--- config.mk ---
export PLATFORM = sky130hd
export DESIGN_NAME = hldrc_top
export DESIGN_NICKNAME = d
export VERILOG_FILES = /design/src/shared/hldrc_pkg.sv /design/src/rtl/hldrc_ramp.sv /design/src/rtl/hldrc_top.sv
export VERILOG_INCLUDE_DIRS = /design/src /design/src/shared
export SDC_FILE = /design/constraint.sdc
export NUM_CORES = 1
export LEC_CHECK = 0
export BUFFER_PORTS_ARGS = -buffer_cell sky130_fd_sc_hd__buf_4
export CAP_MARGIN = 20
export CORE_MARGIN = 2
export CORE_UTILIZATION = 42
export CTS_CLUSTER_DIAMETER = 40
export DETAILED_ROUTE_END_ITERATION = 10
export SETUP_SLACK_MARGIN = 0.15
export SYNTH_ARGS = -nofsm -noshare
export SYNTH_HDL_FRONTEND = slang
export SYNTH_SLANG_ARGS = --single-unit
--- constraint.sdc ---
create_clock -name clock -period 3.47 [get_ports clock]
set_input_delay 0.1735 -clock clock [delete_from_list [all_inputs] [get_ports clock]]
set_output_delay 0.1735 -clock clock [all_outputs]
set_load 0.05 [all_outputs]
--- src/shared/hldrc_regs.svh ---
`ifndef HLDRC_REGS_SVH
`define HLDRC_REGS_SVH
// Behaviour
// [RL1] Software powers down capture converter and headphone path before detection.
// [RL2] Software mutes both analog outputs before detection.
// [RL3] Software clears the playback high-pass enable before detection.
// [RL4] Software sets latch-to-supply, bias 00 and adaptive power 100 first.
// [RL5] Software sets analog ramp rate 0111 and digital ramp rate 0001 first.
// [RL6] Software restores ramp rates, adaptive power and high-pass afterwards.
// [RL7] Plug event with load detect enabled starts resistance and capacitance measurement.
// [RL8] Detection drives a 24 kHz tone on left output, senses selected pin.
// [RL9] Resistance code: 00 is 15 ohm, 01 is 30 ohm, 10 is 3 kohm.
// [RL10] Below 300 ohm assume low capacitance, above it measure capacitance.
// [RL11] At sequence end set done flag and report capacitance low or high.
// [RL12] Measure left channel only and apply the result to both channels.
// [RL13] Software powers headphone path down around compensation changes.
// [RL14] Slow start 111 steps volumes through every setting, whole Fs waits.
// [RL15] Step wait comes from ramp rate fields, between 1 and 72 Fs.
// [RL16] With ramping off a volume change applies on the next edge.
// [RL17] Adaptive power 001..100 fixes rails at 2.5 V, PUMP_INPUT_SUPPLY, PUMP_INPUT_SUPPLY/2, PUMP_INPUT_SUPPLY/3.
// [RL18] Adaptive power 111 raises rails when clipping, else requests lower rails.
// [RL19] Adaptive clip thresholds follow the detected load.
// [RL20] Rail step upward takes effect on the next pump flying clock.
// [RL21] Rail step downward waits 5.5 s of hysteresis.
// [RL22] Renewed higher demand restarts the downward hysteresis timer.

// ----------------------------------------
// Timing
// ----------------------------------------
`define HLDRC_CLK_HZ 32'h00989680
`define HLDRC_TONE_HZ 32'h00005dc0
`define HLDRC_MEAS_TONES 32'h00000020
`define HLDRC_HYST_MS 32'h0000157c
`define HLDRC_MS_DIV 32'h000003e8

// ----------------------------------------
// Encodings
// ----------------------------------------
`define HLDRC_RES_15 2'h0
`define HLDRC_RES_30 2'h1
`define HLDRC_RES_3K 2'h2
`define HLDRC_SLOW_ON 3'h7
`define HLDRC_PWR_FIX0 3'h1
`define HLDRC_PWR_FIX1 3'h2
`define HLDRC_PWR_FIX2 3'h3
`define HLDRC_PWR_FIX3 3'h4
`define HLDRC_PWR_ADAPT 3'h7
`define HLDRC_RAMP_MUL 7'h05
`define HLDRC_RAMP_SUB 7'h03

// ----------------------------------------
// Clip thresholds, attenuation in dB below full scale
// ----------------------------------------
`define HLDRC_T15L_0 8'h08
`define HLDRC_T15L_1 8'h0e
`define HLDRC_T15L_2 8'h14
`define HLDRC_T15H_0 8'h09
`define HLDRC_T15H_1 8'h0e
`define HLDRC_T15H_2 8'h13
`define HLDRC_T30_0 8'h04
`define HLDRC_T30_1 8'h0b
`define HLDRC_T30_2 8'h10
`define HLDRC_T3K_0 8'h01
`define HLDRC_T3K_1 8'h08
`define HLDRC_T3K_2 8'h0d
`endif

--- src/shared/hldrc_pkg.sv ---
package hldrc_pkg;
   typedef enum logic [1:0] {
      HLDRC_IDLE = 2'b00,
      HLDRC_RES = 2'b01,
      HLDRC_CAP = 2'b10
   } hldrc_state_t;

   // Rail level 0 is the highest rail, 3 the lowest
   typedef enum logic [1:0] {
      HLDRC_RAIL_2V5 = 2'b00,
      HLDRC_RAIL_VCP = 2'b01,
      HLDRC_RAIL_VCP2 = 2'b10,
      HLDRC_RAIL_VCP3 = 2'b11
   } hldrc_rail_t;
endpackage : hldrc_pkg

--- src/rtl/hldrc_ramp.sv ---
`include "hldrc_regs.svh"
module hldrc_ramp #(
   parameter int VW = 8
) (
   input wire logic clock,
   input wire logic reset,
   input wire logic fs_tick,
   input wire logic ramp_enable,
   input wire logic [3:0] rate,
   input wire logic [VW-1:0] target,
   output logic [VW-1:0] level
);
   logic [6:0] wait_fs;
   logic [6:0] cnt_ff;
   logic [VW-1:0] level_ff;

   // Wait in Fs periods: code 0 gives 1, code 15 gives 72
   assign wait_fs = (rate == 4'h0) ? 7'h01 :
      ({3'h0, rate} * `HLDRC_RAMP_MUL) - `HLDRC_RAMP_SUB; // RL15
   assign level = level_ff;

   always_ff @(posedge clock)
   begin
      if (reset || !ramp_enable || level_ff == target)
         cnt_ff <= 7'h00;
      else if (fs_tick)
         cnt_ff <= (cnt_ff + 7'h01 >= wait_fs) ? 7'h00 : cnt_ff + 7'h01;
   end

   always_ff @(posedge clock)
   begin
      if (reset)
         level_ff <= '0;
      else if (!ramp_enable)
         level_ff <= target; // RL16
      else if (fs_tick && level_ff != target && cnt_ff + 7'h01 >= wait_fs)
      begin
         if (level_ff < target) // RL14
            level_ff <= level_ff + 1'b1;
         else
            level_ff <= level_ff - 1'b1;
      end
   end

   ramp_immediate_a: assert property (@(posedge clock) disable iff (reset)
      !ramp_enable |=> level_ff == $past(target)) // RL16
      else $error("volume not applied at once");
   ramp_single_a: assert property (@(posedge clock) disable iff (reset)
      ramp_enable && $past(ramp_enable) && level_ff != $past(level_ff) |->
      (level_ff == $past(level_ff) + 1'b1 || level_ff == $past(level_ff) - 1'b1)
      && $past(fs_tick)) // RL14
      else $error("ramp skipped a step");
endmodule : hldrc_ramp

--- src/rtl/hldrc_top.sv ---
`include "hldrc_regs.svh"
module hldrc_top #(
   parameter int VW = 8,
   parameter int MEAS_CYCLES = `HLDRC_MEAS_TONES *
      (`HLDRC_CLK_HZ / `HLDRC_TONE_HZ),
   parameter int HYST_CYCLES = `HLDRC_HYST_MS *
      (`HLDRC_CLK_HZ / `HLDRC_MS_DIV)
) (
   input wire logic clock,
   input wire logic reset,
   input wire logic fs_tick,
   input wire logic pump_flying_tick,
   input wire logic plug_detect_pin,
   input wire logic res_above_mid_pin,
   input wire logic res_above_high_pin,
   input wire logic cap_high_pin,
   input wire logic load_detect_enable,
   input wire logic china_headset,
   input wire logic [2:0] slow_start_select,
   input wire logic [3:0] digital_ramp_rate,
   input wire logic [3:0] analog_ramp_rate,
   input wire logic [VW-1:0] playback_volume_target,
   input wire logic [VW-1:0] headphone_volume_target,
   input wire logic [7:0] signal_attenuation,
   input wire logic [2:0] adaptive_power_select,
   output logic headphone_out_left,
   output logic sense_fourth_select,
   output logic measure_active,
   output logic [1:0] load_resistance_status,
   output logic load_capacitance_status,
   output logic load_detect_done,
   output logic [VW-1:0] playback_volume,
   output logic [VW-1:0] headphone_volume,
   output logic [1:0] rail_level
);
   localparam int TONE_HALF = `HLDRC_CLK_HZ / (2 * `HLDRC_TONE_HZ);
   localparam int NS = 4;

   // ----------------------------------------
   // Pin synchronisers
   // ----------------------------------------
   logic [NS-1:0] pin_raw;
   logic [NS-1:0] sync1_ff;
   logic [NS-1:0] sync2_ff;
   logic plug_prev_ff;
   logic plug_rise;

   assign pin_raw = {cap_high_pin, res_above_high_pin, res_above_mid_pin,
      plug_detect_pin};

   genvar gi;
   generate
      for (gi = 0; gi < NS; gi++)
      begin : g_sync
         always_ff @(posedge clock)
         begin
            if (reset)
            begin
               sync1_ff[gi] <= 1'b0;
               sync2_ff[gi] <= 1'b0;
            end
            else
            begin
               sync1_ff[gi] <= pin_raw[gi];
               sync2_ff[gi] <= sync1_ff[gi];
            end
         end
      end
   endgenerate

   always_ff @(posedge clock)
   begin
      if (reset)
         plug_prev_ff <= 1'b0;
      else
         plug_prev_ff <= sync2_ff[0];
   end
   assign plug_rise = sync2_ff[0] && !plug_prev_ff;

   // ----------------------------------------
   // Load detection sequence
   // ----------------------------------------
   hldrc_pkg::hldrc_state_t state_ff;
   logic [31:0] meas_cnt_ff;
   logic meas_end;
   logic [1:0] res_code;
   logic [1:0] res_ff;
   logic cap_ff;
   logic done_ff;
   logic [31:0] tone_cnt_ff;
   logic tone_ff;
   logic sense_ff;

   assign meas_end = meas_cnt_ff == 32'(MEAS_CYCLES - 1);
   // Sense results come from the left channel only
   assign res_code = sync2_ff[2] ? `HLDRC_RES_3K :
      (sync2_ff[1] ? `HLDRC_RES_30 : `HLDRC_RES_15); // RL9 RL12

   always_ff @(posedge clock)
   begin
      if (reset)
         state_ff <= hldrc_pkg::HLDRC_IDLE;
      else
         unique case (state_ff)
            hldrc_pkg::HLDRC_IDLE:
               if (plug_rise && load_detect_enable) // RL7
                  state_ff <= hldrc_pkg::HLDRC_RES;
            hldrc_pkg::HLDRC_RES:
               if (meas_end)
                  state_ff <= (res_code == `HLDRC_RES_3K) ? // RL10
                     hldrc_pkg::HLDRC_CAP : hldrc_pkg::HLDRC_IDLE;
            hldrc_pkg::HLDRC_CAP:
               if (meas_end)
                  state_ff <= hldrc_pkg::HLDRC_IDLE;
            default:
               state_ff <= hldrc_pkg::HLDRC_IDLE;
         endcase
   end

   always_ff @(posedge clock)
   begin
      if (reset || state_ff == hldrc_pkg::HLDRC_IDLE || meas_end)
         meas_cnt_ff <= 32'h0;
      else
         meas_cnt_ff <= meas_cnt_ff + 32'h1;
   end

   always_ff @(posedge clock)
   begin
      if (reset)
      begin
         res_ff <= `HLDRC_RES_15;
         cap_ff <= 1'b0;
      end
      else if (state_ff == hldrc_pkg::HLDRC_RES && meas_end)
      begin
         res_ff <= res_code; // RL9
         cap_ff <= 1'b0; // RL10
      end
      else if (state_ff == hldrc_pkg::HLDRC_CAP && meas_end)
         cap_ff <= sync2_ff[3]; // RL11
   end

   // Done clears when a new sequence starts, sets at its end
   always_ff @(posedge clock)
   begin
      if (reset)
         done_ff <= 1'b0;
      else if (meas_end && (state_ff == hldrc_pkg::HLDRC_CAP ||
         res_code != `HLDRC_RES_3K))
         done_ff <= 1'b1; // RL11
      else if (state_ff == hldrc_pkg::HLDRC_IDLE && plug_rise &&
         load_detect_enable)
         done_ff <= 1'b0;
   end

   // Tone only while measuring, so the output idles low
   always_ff @(posedge clock)
   begin
      if (reset || state_ff == hldrc_pkg::HLDRC_IDLE)
      begin
         tone_cnt_ff <= 32'h0;
         tone_ff <= 1'b0;
      end
      else if (tone_cnt_ff == 32'(TONE_HALF - 1))
      begin
         tone_cnt_ff <= 32'h0;
         tone_ff <= !tone_ff; // RL8
      end
      else
         tone_cnt_ff <= tone_cnt_ff + 32'h1;
   end

   always_ff @(posedge clock)
   begin
      if (reset)
         sense_ff <= 1'b0;
      else if (state_ff == hldrc_pkg::HLDRC_IDLE)
         sense_ff <= china_headset; // RL8
   end

   assign headphone_out_left = tone_ff;
   assign sense_fourth_select = sense_ff;
   assign measure_active = state_ff != hldrc_pkg::HLDRC_IDLE;
   assign load_resistance_status = res_ff;
   assign load_capacitance_status = cap_ff;
   assign load_detect_done = done_ff;

   // ----------------------------------------
   // Volume ramps
   // ----------------------------------------
   logic ramp_on;
   assign ramp_on = slow_start_select == `HLDRC_SLOW_ON; // RL14

   hldrc_ramp #(.VW(VW)) u_ramp_play (
      .clock(clock),
      .reset(reset),
      .fs_tick(fs_tick),
      .ramp_enable(ramp_on),
      .rate(digital_ramp_rate),
      .target(playback_volume_target),
      .level(playback_volume)
   );

   hldrc_ramp #(.VW(VW)) u_ramp_hp (
      .clock(clock),
      .reset(reset),
      .fs_tick(fs_tick),
      .ramp_enable(ramp_on),
      .rate(analog_ramp_rate),
      .target(headphone_volume_target),
      .level(headphone_volume)
   );

   // ----------------------------------------
   // Rail selection
   // ----------------------------------------
   logic [7:0] thr0;
   logic [7:0] thr1;
   logic [7:0] thr2;
   logic [1:0] demand;
   logic [1:0] rail_ff;
   logic [31:0] hyst_ff;
   logic adapt;
   logic hyst_end;

   // One threshold set serves both channels
   always_comb
   begin
      unique case (res_ff) // RL19 RL12
         `HLDRC_RES_15:
         begin
            thr0 = cap_ff ? `HLDRC_T15H_0 : `HLDRC_T15L_0;
            thr1 = cap_ff ? `HLDRC_T15H_1 : `HLDRC_T15L_1;
            thr2 = cap_ff ? `HLDRC_T15H_2 : `HLDRC_T15L_2;
         end
         `HLDRC_RES_30:
         begin
            thr0 = `HLDRC_T30_0;
            thr1 = `HLDRC_T30_1;
            thr2 = `HLDRC_T30_2;
         end
         default:
         begin
            thr0 = `HLDRC_T3K_0;
            thr1 = `HLDRC_T3K_1;
            thr2 = `HLDRC_T3K_2;
         end
      endcase
   end

   assign demand = (signal_attenuation <= thr0) ? hldrc_pkg::HLDRC_RAIL_2V5 :
      (signal_attenuation <= thr1) ? hldrc_pkg::HLDRC_RAIL_VCP :
      (signal_attenuation <= thr2) ? hldrc_pkg::HLDRC_RAIL_VCP2 :
      hldrc_pkg::HLDRC_RAIL_VCP3; // RL18
   assign adapt = adaptive_power_select == `HLDRC_PWR_ADAPT;
   assign hyst_end = hyst_ff == 32'(HYST_CYCLES - 1);

   // Any demand at or above the present rail restarts the wait
   always_ff @(posedge clock)
   begin
      if (reset || !adapt || demand <= rail_ff || hyst_end)
         hyst_ff <= 32'h0; // RL22
      else
         hyst_ff <= hyst_ff + 32'h1; // RL21
   end

   always_ff @(posedge clock)
   begin
      if (reset)
         rail_ff <= hldrc_pkg::HLDRC_RAIL_2V5;
      else if (adapt)
      begin
         if (demand < rail_ff && pump_flying_tick)
            rail_ff <= demand; // RL20
         else if (demand > rail_ff && hyst_end)
            rail_ff <= demand; // RL21
      end
      else
         unique case (adaptive_power_select) // RL17
            `HLDRC_PWR_FIX1: rail_ff <= hldrc_pkg::HLDRC_RAIL_VCP;
            `HLDRC_PWR_FIX2: rail_ff <= hldrc_pkg::HLDRC_RAIL_VCP2;
            `HLDRC_PWR_FIX3: rail_ff <= hldrc_pkg::HLDRC_RAIL_VCP3;
            default: rail_ff <= hldrc_pkg::HLDRC_RAIL_2V5;
         endcase
   end
   assign rail_level = rail_ff;

   // ----------------------------------------
   // Checks
   // ----------------------------------------
   detect_start_a: assert property (@(posedge clock) disable iff (reset)
      state_ff == hldrc_pkg::HLDRC_IDLE && plug_rise && load_detect_enable
      |=> state_ff == hldrc_pkg::HLDRC_RES) // RL7
      else $error("detection did not start");
   detect_gate_a: assert property (@(posedge clock) disable iff (reset)
      state_ff == hldrc_pkg::HLDRC_IDLE && !load_detect_enable
      |=> state_ff == hldrc_pkg::HLDRC_IDLE) // RL7
      else $error("detection started while disabled");
   tone_idle_a: assert property (@(posedge clock) disable iff (reset)
      state_ff == hldrc_pkg::HLDRC_IDLE |=> !tone_ff) // RL8
      else $error("tone outside detection");
   res_code_a: assert property (@(posedge clock) disable iff (reset)
      res_ff != 2'h3) // RL9
      else $error("reserved resistance code");
   low_cap_a: assert property (@(posedge clock) disable iff (reset)
      state_ff == hldrc_pkg::HLDRC_RES && meas_end &&
      res_code != `HLDRC_RES_3K |=> !cap_ff && done_ff &&
      state_ff == hldrc_pkg::HLDRC_IDLE) // RL10
      else $error("low resistance not finished as low capacitance");
   cap_done_a: assert property (@(posedge clock) disable iff (reset)
      state_ff == hldrc_pkg::HLDRC_CAP && meas_end
      |=> done_ff && cap_ff == $past(sync2_ff[3])) // RL11
      else $error("capacitance result not reported");
   fixed_rail_a: assert property (@(posedge clock) disable iff (reset)
      adaptive_power_select == `HLDRC_PWR_FIX3 ##1
      adaptive_power_select == `HLDRC_PWR_FIX3
      |-> rail_ff == hldrc_pkg::HLDRC_RAIL_VCP3) // RL17
      else $error("fixed rail not held");
   rail_up_a: assert property (@(posedge clock) disable iff (reset)
      adapt && demand < rail_ff && pump_flying_tick
      |=> rail_ff == $past(demand)) // RL20
      else $error("rail did not rise on flying clock");
   rail_down_a: assert property (@(posedge clock) disable iff (reset)
      adapt && $past(adapt) && rail_ff > $past(rail_ff)
      |-> $past(hyst_end)) // RL21
      else $error("rail dropped before hysteresis");
   hyst_restart_a: assert property (@(posedge clock) disable iff (reset)
      adapt && demand <= rail_ff |=> hyst_ff == 32'h0) // RL22
      else $error("hysteresis not restarted");
endmodule : hldrc_top

==> results.cfg <==
[route]
postRouteAntennaNets = 0
wirelength_um = 18200
first_pass_iters = 4
drtIter0Drc = 328
wl_per_cell_um = 13.2
vias = 6931
drc = 0
viasPerCell = 5.05

[sta]
finalCriticalPeriod_ns = 3.16
drv_slew = 0
rsz0062_at_grt = true
worst_slew_pin_slew_ns = 1.01
hold_viol = 0
fmax_mhz = 316
finalSetupTns_ns = 0
slew_headroom = 0.327
fin_skew_ns = 0.00889
holdWs_ns = 0.0285
setup_violations = 0
period_share = 0.912

[hold_path]
holdPathEnd = u_ramp_play.level[2]$_SDFFE_PP0P_
hp-start = playback_volume_target[2]
min_path_cells = 3
min-delay-path-class = in2reg

[floorplanning]
fp.dieW_um = 145
initial_core_util = 0.428
rows = 51
pin_count = 73
core_um2 = 19500
die_h_um = 145
die_area_um2 = 21000

[synth]
synthTopCellsByArea = dfxtp_1 (35%), ha_1 (11%), xor2_1 (6.7%), nor2_1 (6.2%), xnor2_1 (5.9%)
yosysTopAreaCell = dfxtp_1
synth_seq_cells = 145
ys_seq_area_frac = 0.348
yosysUniqueCellTypes = 60
avgSynthCellArea_um2 = 8.31
synth_edf_count = 0
synth_warnings = 0
async_flop_share = 0
synthCells = 1003
synth_top_area_share = 0.348
netlist_area_um2 = 8330
syn_nets = 1130
yosys_most_used_dff = dfxtp_1

[finish]
stdcell_area_um2 = 10100
nNetsFinal = 1222
final_common_cell = dfxtp_1
final_cell_mix = dfxtp_1 (143), nor2_1 (136), buf_4 (89), nand3_1 (71), ha_1 (71)
area_growth_syn_to_layout_pct = 21.1
layout-drive-gt1-share = 0.148
diodes = 0

[clock_network]
path_clk_slew_ns = 0.07
clkLatencyLatePin_ns = 0.42
cts_tree = yes
cts_buffer_depth = 2
cts_root_buf = clkbuf_16
htree_levels = 4
numCtsBuffers = 17
clkSinkCount = 145

[power]
swShare = 0.259
p_leak_nw = 4.00
vdd_drop_max_uv = 364
p_int_mw = 3.17
share_comb_of_total_power = 0.141
p_sw_mw = 1.11
power_mw = 4.28
power_frac_seq = 0.400
cellPowerDensity_nw_per_um2 = 424
clock_power_share = 0.460

[placement]
hpwl_um = 13100
port_buffers = 72
dpl_cell_area_um2 = 9210
globalplace.congestion = 0.825

[setup_path]
cp.required_ns = 3.73
cp-end-kind = flop
path_max_fanout = 7
worst_path_most_repeated_cell = o211ai_1
start_kind = flop
r2r_cells = 13
crit_family = compound AO/OA/AOI/OAI gates
criticalPathCategory = reg2reg
r2r_start = u_ramp_hp.level[1]$_SDFFE_PP0P_
r2r_slack_ns = 0.31
rr_endpoint = u_ramp_hp.level[7]$_SDFFE_PP0P_
cp_cell_sequence = ha_1 -> nor2b_1 -> o211ai_1 -> a21oi_2 -> or3_4 -> ha_4 -> nand3_1 -> o211ai_1 -> o31ai_2 -> a2111oi_2 -> o21ai_1 -> xor2_1 -> a21oi_1
cp_slowest_cell = or3_4
path_buf_inv = 0
critical-path-max-stage-delay_ns = 0.49
cp.arrival_ns = 3.43

[grt]
grt_pass1_vias = 6604
overflow = 0
antenna_found_initial = 0
grt_max_degree = 33
groute.usage.overall = 0.178
grt_pass1_wl_um = 30300

[job]
cap_violations = 0

[run_status]
status = complete, no violations
## cells in the mapped netlist (4+ instances only)
cell type	instances
nor4_1	17
a211oi_1	4
xnor2_1	56
nand4_1	20
o211ai_1	6
nand2b_1	16
o21ai_0	26
nor2b_1	13
a21oi_1	63
and3_1	21
nand3_1	71
a21o_1	5
dfxtp_1	145
xor2_1	64
nand2_1	70
or3_1	7
o21a_1	6
nor2_1	137
o21ai_1	7
clkbuf_1	16
fa_1	4
inv_1	67
ha_1	75
mux2i_1	10
buf_2	5
nor3_1	15
a31oi_1	7
## layer usage
metal	share of wire	GRT usage
met1	0.50	0.244
met2	0.46	0.285
met3	0.031	0.0332
met4	0.012	0.0521
met5	0	0
## how the worst max path moves through the flow
stage | startpoint | end | slack [ns] | cells after the start
detailed placement | analog_ramp_rate[0] | u_ramp_hp.level[7]$_SDFFE_PP0P_ | 0.11 | 15
global route | u_ramp_hp.level[1]$_SDFFE_PP0P_ | u_ramp_hp.level[7]$_SDFFE_PP0P_ | 0.02 | 13
CTS | load_resistance_status[1]$_SDFFE_PP0P_ | hyst_ff[29]$_SDFF_PP0_ | 0.15 | 18
global placement | u_ramp_hp.level[1]$_SDFFE_PP0P_ | u_ramp_hp.level[7]$_SDFFE_PP0P_ | 0.14 | 13
floorplan | load_resistance_status[0]$_SDFFE_PP0P_ | hyst_ff[10]$_SDFF_PP0_ | 0.16 | 17
finish | u_ramp_hp.level[1]$_SDFFE_PP0P_ | u_ramp_hp.level[7]$_SDFFE_PP0P_ | 0.31 | 13
## area by class of cell
type                    instances  area (µm²)
flip-flops and latches        145        2910
well taps                     265         332
multi-input cells             768        5200
repair buffers                 96         764
inverters                      67         254
clock inverters                15         208
clock buffers                  17         425
fillers                      1867        9370
## worst reg2reg max path, cell delays in order, from the launching register on
cell	delay, ns
dfxtp_4	0.35
ha_1	0.28
nor2b_1	0.13
o211ai_1	0.20
a21oi_2	0.12
or3_4	0.49
ha_4	0.33
nand3_1	0.07
o211ai_1	0.25
o31ai_2	0.13
a2111oi_2	0.30
o21ai_1	0.11
xor2_1	0.17
a21oi_1	0.08
## registers in the layout, indices dropped and copies added, names as in the netlist, 2 cells and up
signal	count
u_ramp_hp.cnt_ff	7
tone_cnt_ff	32
load_resistance_status	2
sync1_ff	4
rail_level	2
hyst_ff	32
u_ramp_play.level	8
state_ff	2
u_ramp_hp.level	8
u_ramp_play.cnt_ff	7
sync2_ff	4
meas_cnt_ff	32
## cells by family after synthesis
| group | Yosys count | synth area share |
|---|---|---|
| AO/OA/AOI/OAI | 141 | 0.0994 |
| XOR/XNOR | 120 | 0.126 |
| adder cells (fa/ha/maj) | 80 | 0.123 |
| buffers and inverters | 90 | 0.0413 |
| flip-flops | 145 | 0.348 |
| multiplexers | 12 | 0.0147 |
| AND/OR/NAND/NOR | 415 | 0.247 |
## stage by stage
| step | instances | util | worst slack (ns) |
|---|---|---|---|
| floorplan | 1003 | - | 0.165 |
| global placement | 1329 | 0.473 | 0.144 |
| detailed placement | 1329 | 0.473 | 0.108 |
| CTS | 1365 | 0.508 | 0.153 |
| global route | 1373 | 0.519 | 0.0243 |
| finish | 1373 | 0.519 | 0.306 |
## power by group through the flow
stage                     Sequential (mW)  Clock (mW)  Combinational [mW]
final                                1.71        1.97               0.602
after global routing                 1.71        2.09               0.672
after CTS                            1.71        2.01               0.568
after detailed placement             1.75           0               0.558
after global placement               1.75           0               0.553
after floorplan                      1.80           0               0.341
## what timing repair did
action	CTS	global route
hold buffers	4	0
buffers inserted	0	6
setup endpoints to repair	1	36
hold endpoints to repair	4	0
gates resized for setup	1	27
pin swaps	0	15
cloned	0	2
No activity file was read; power rests on OpenSTA's default activity.
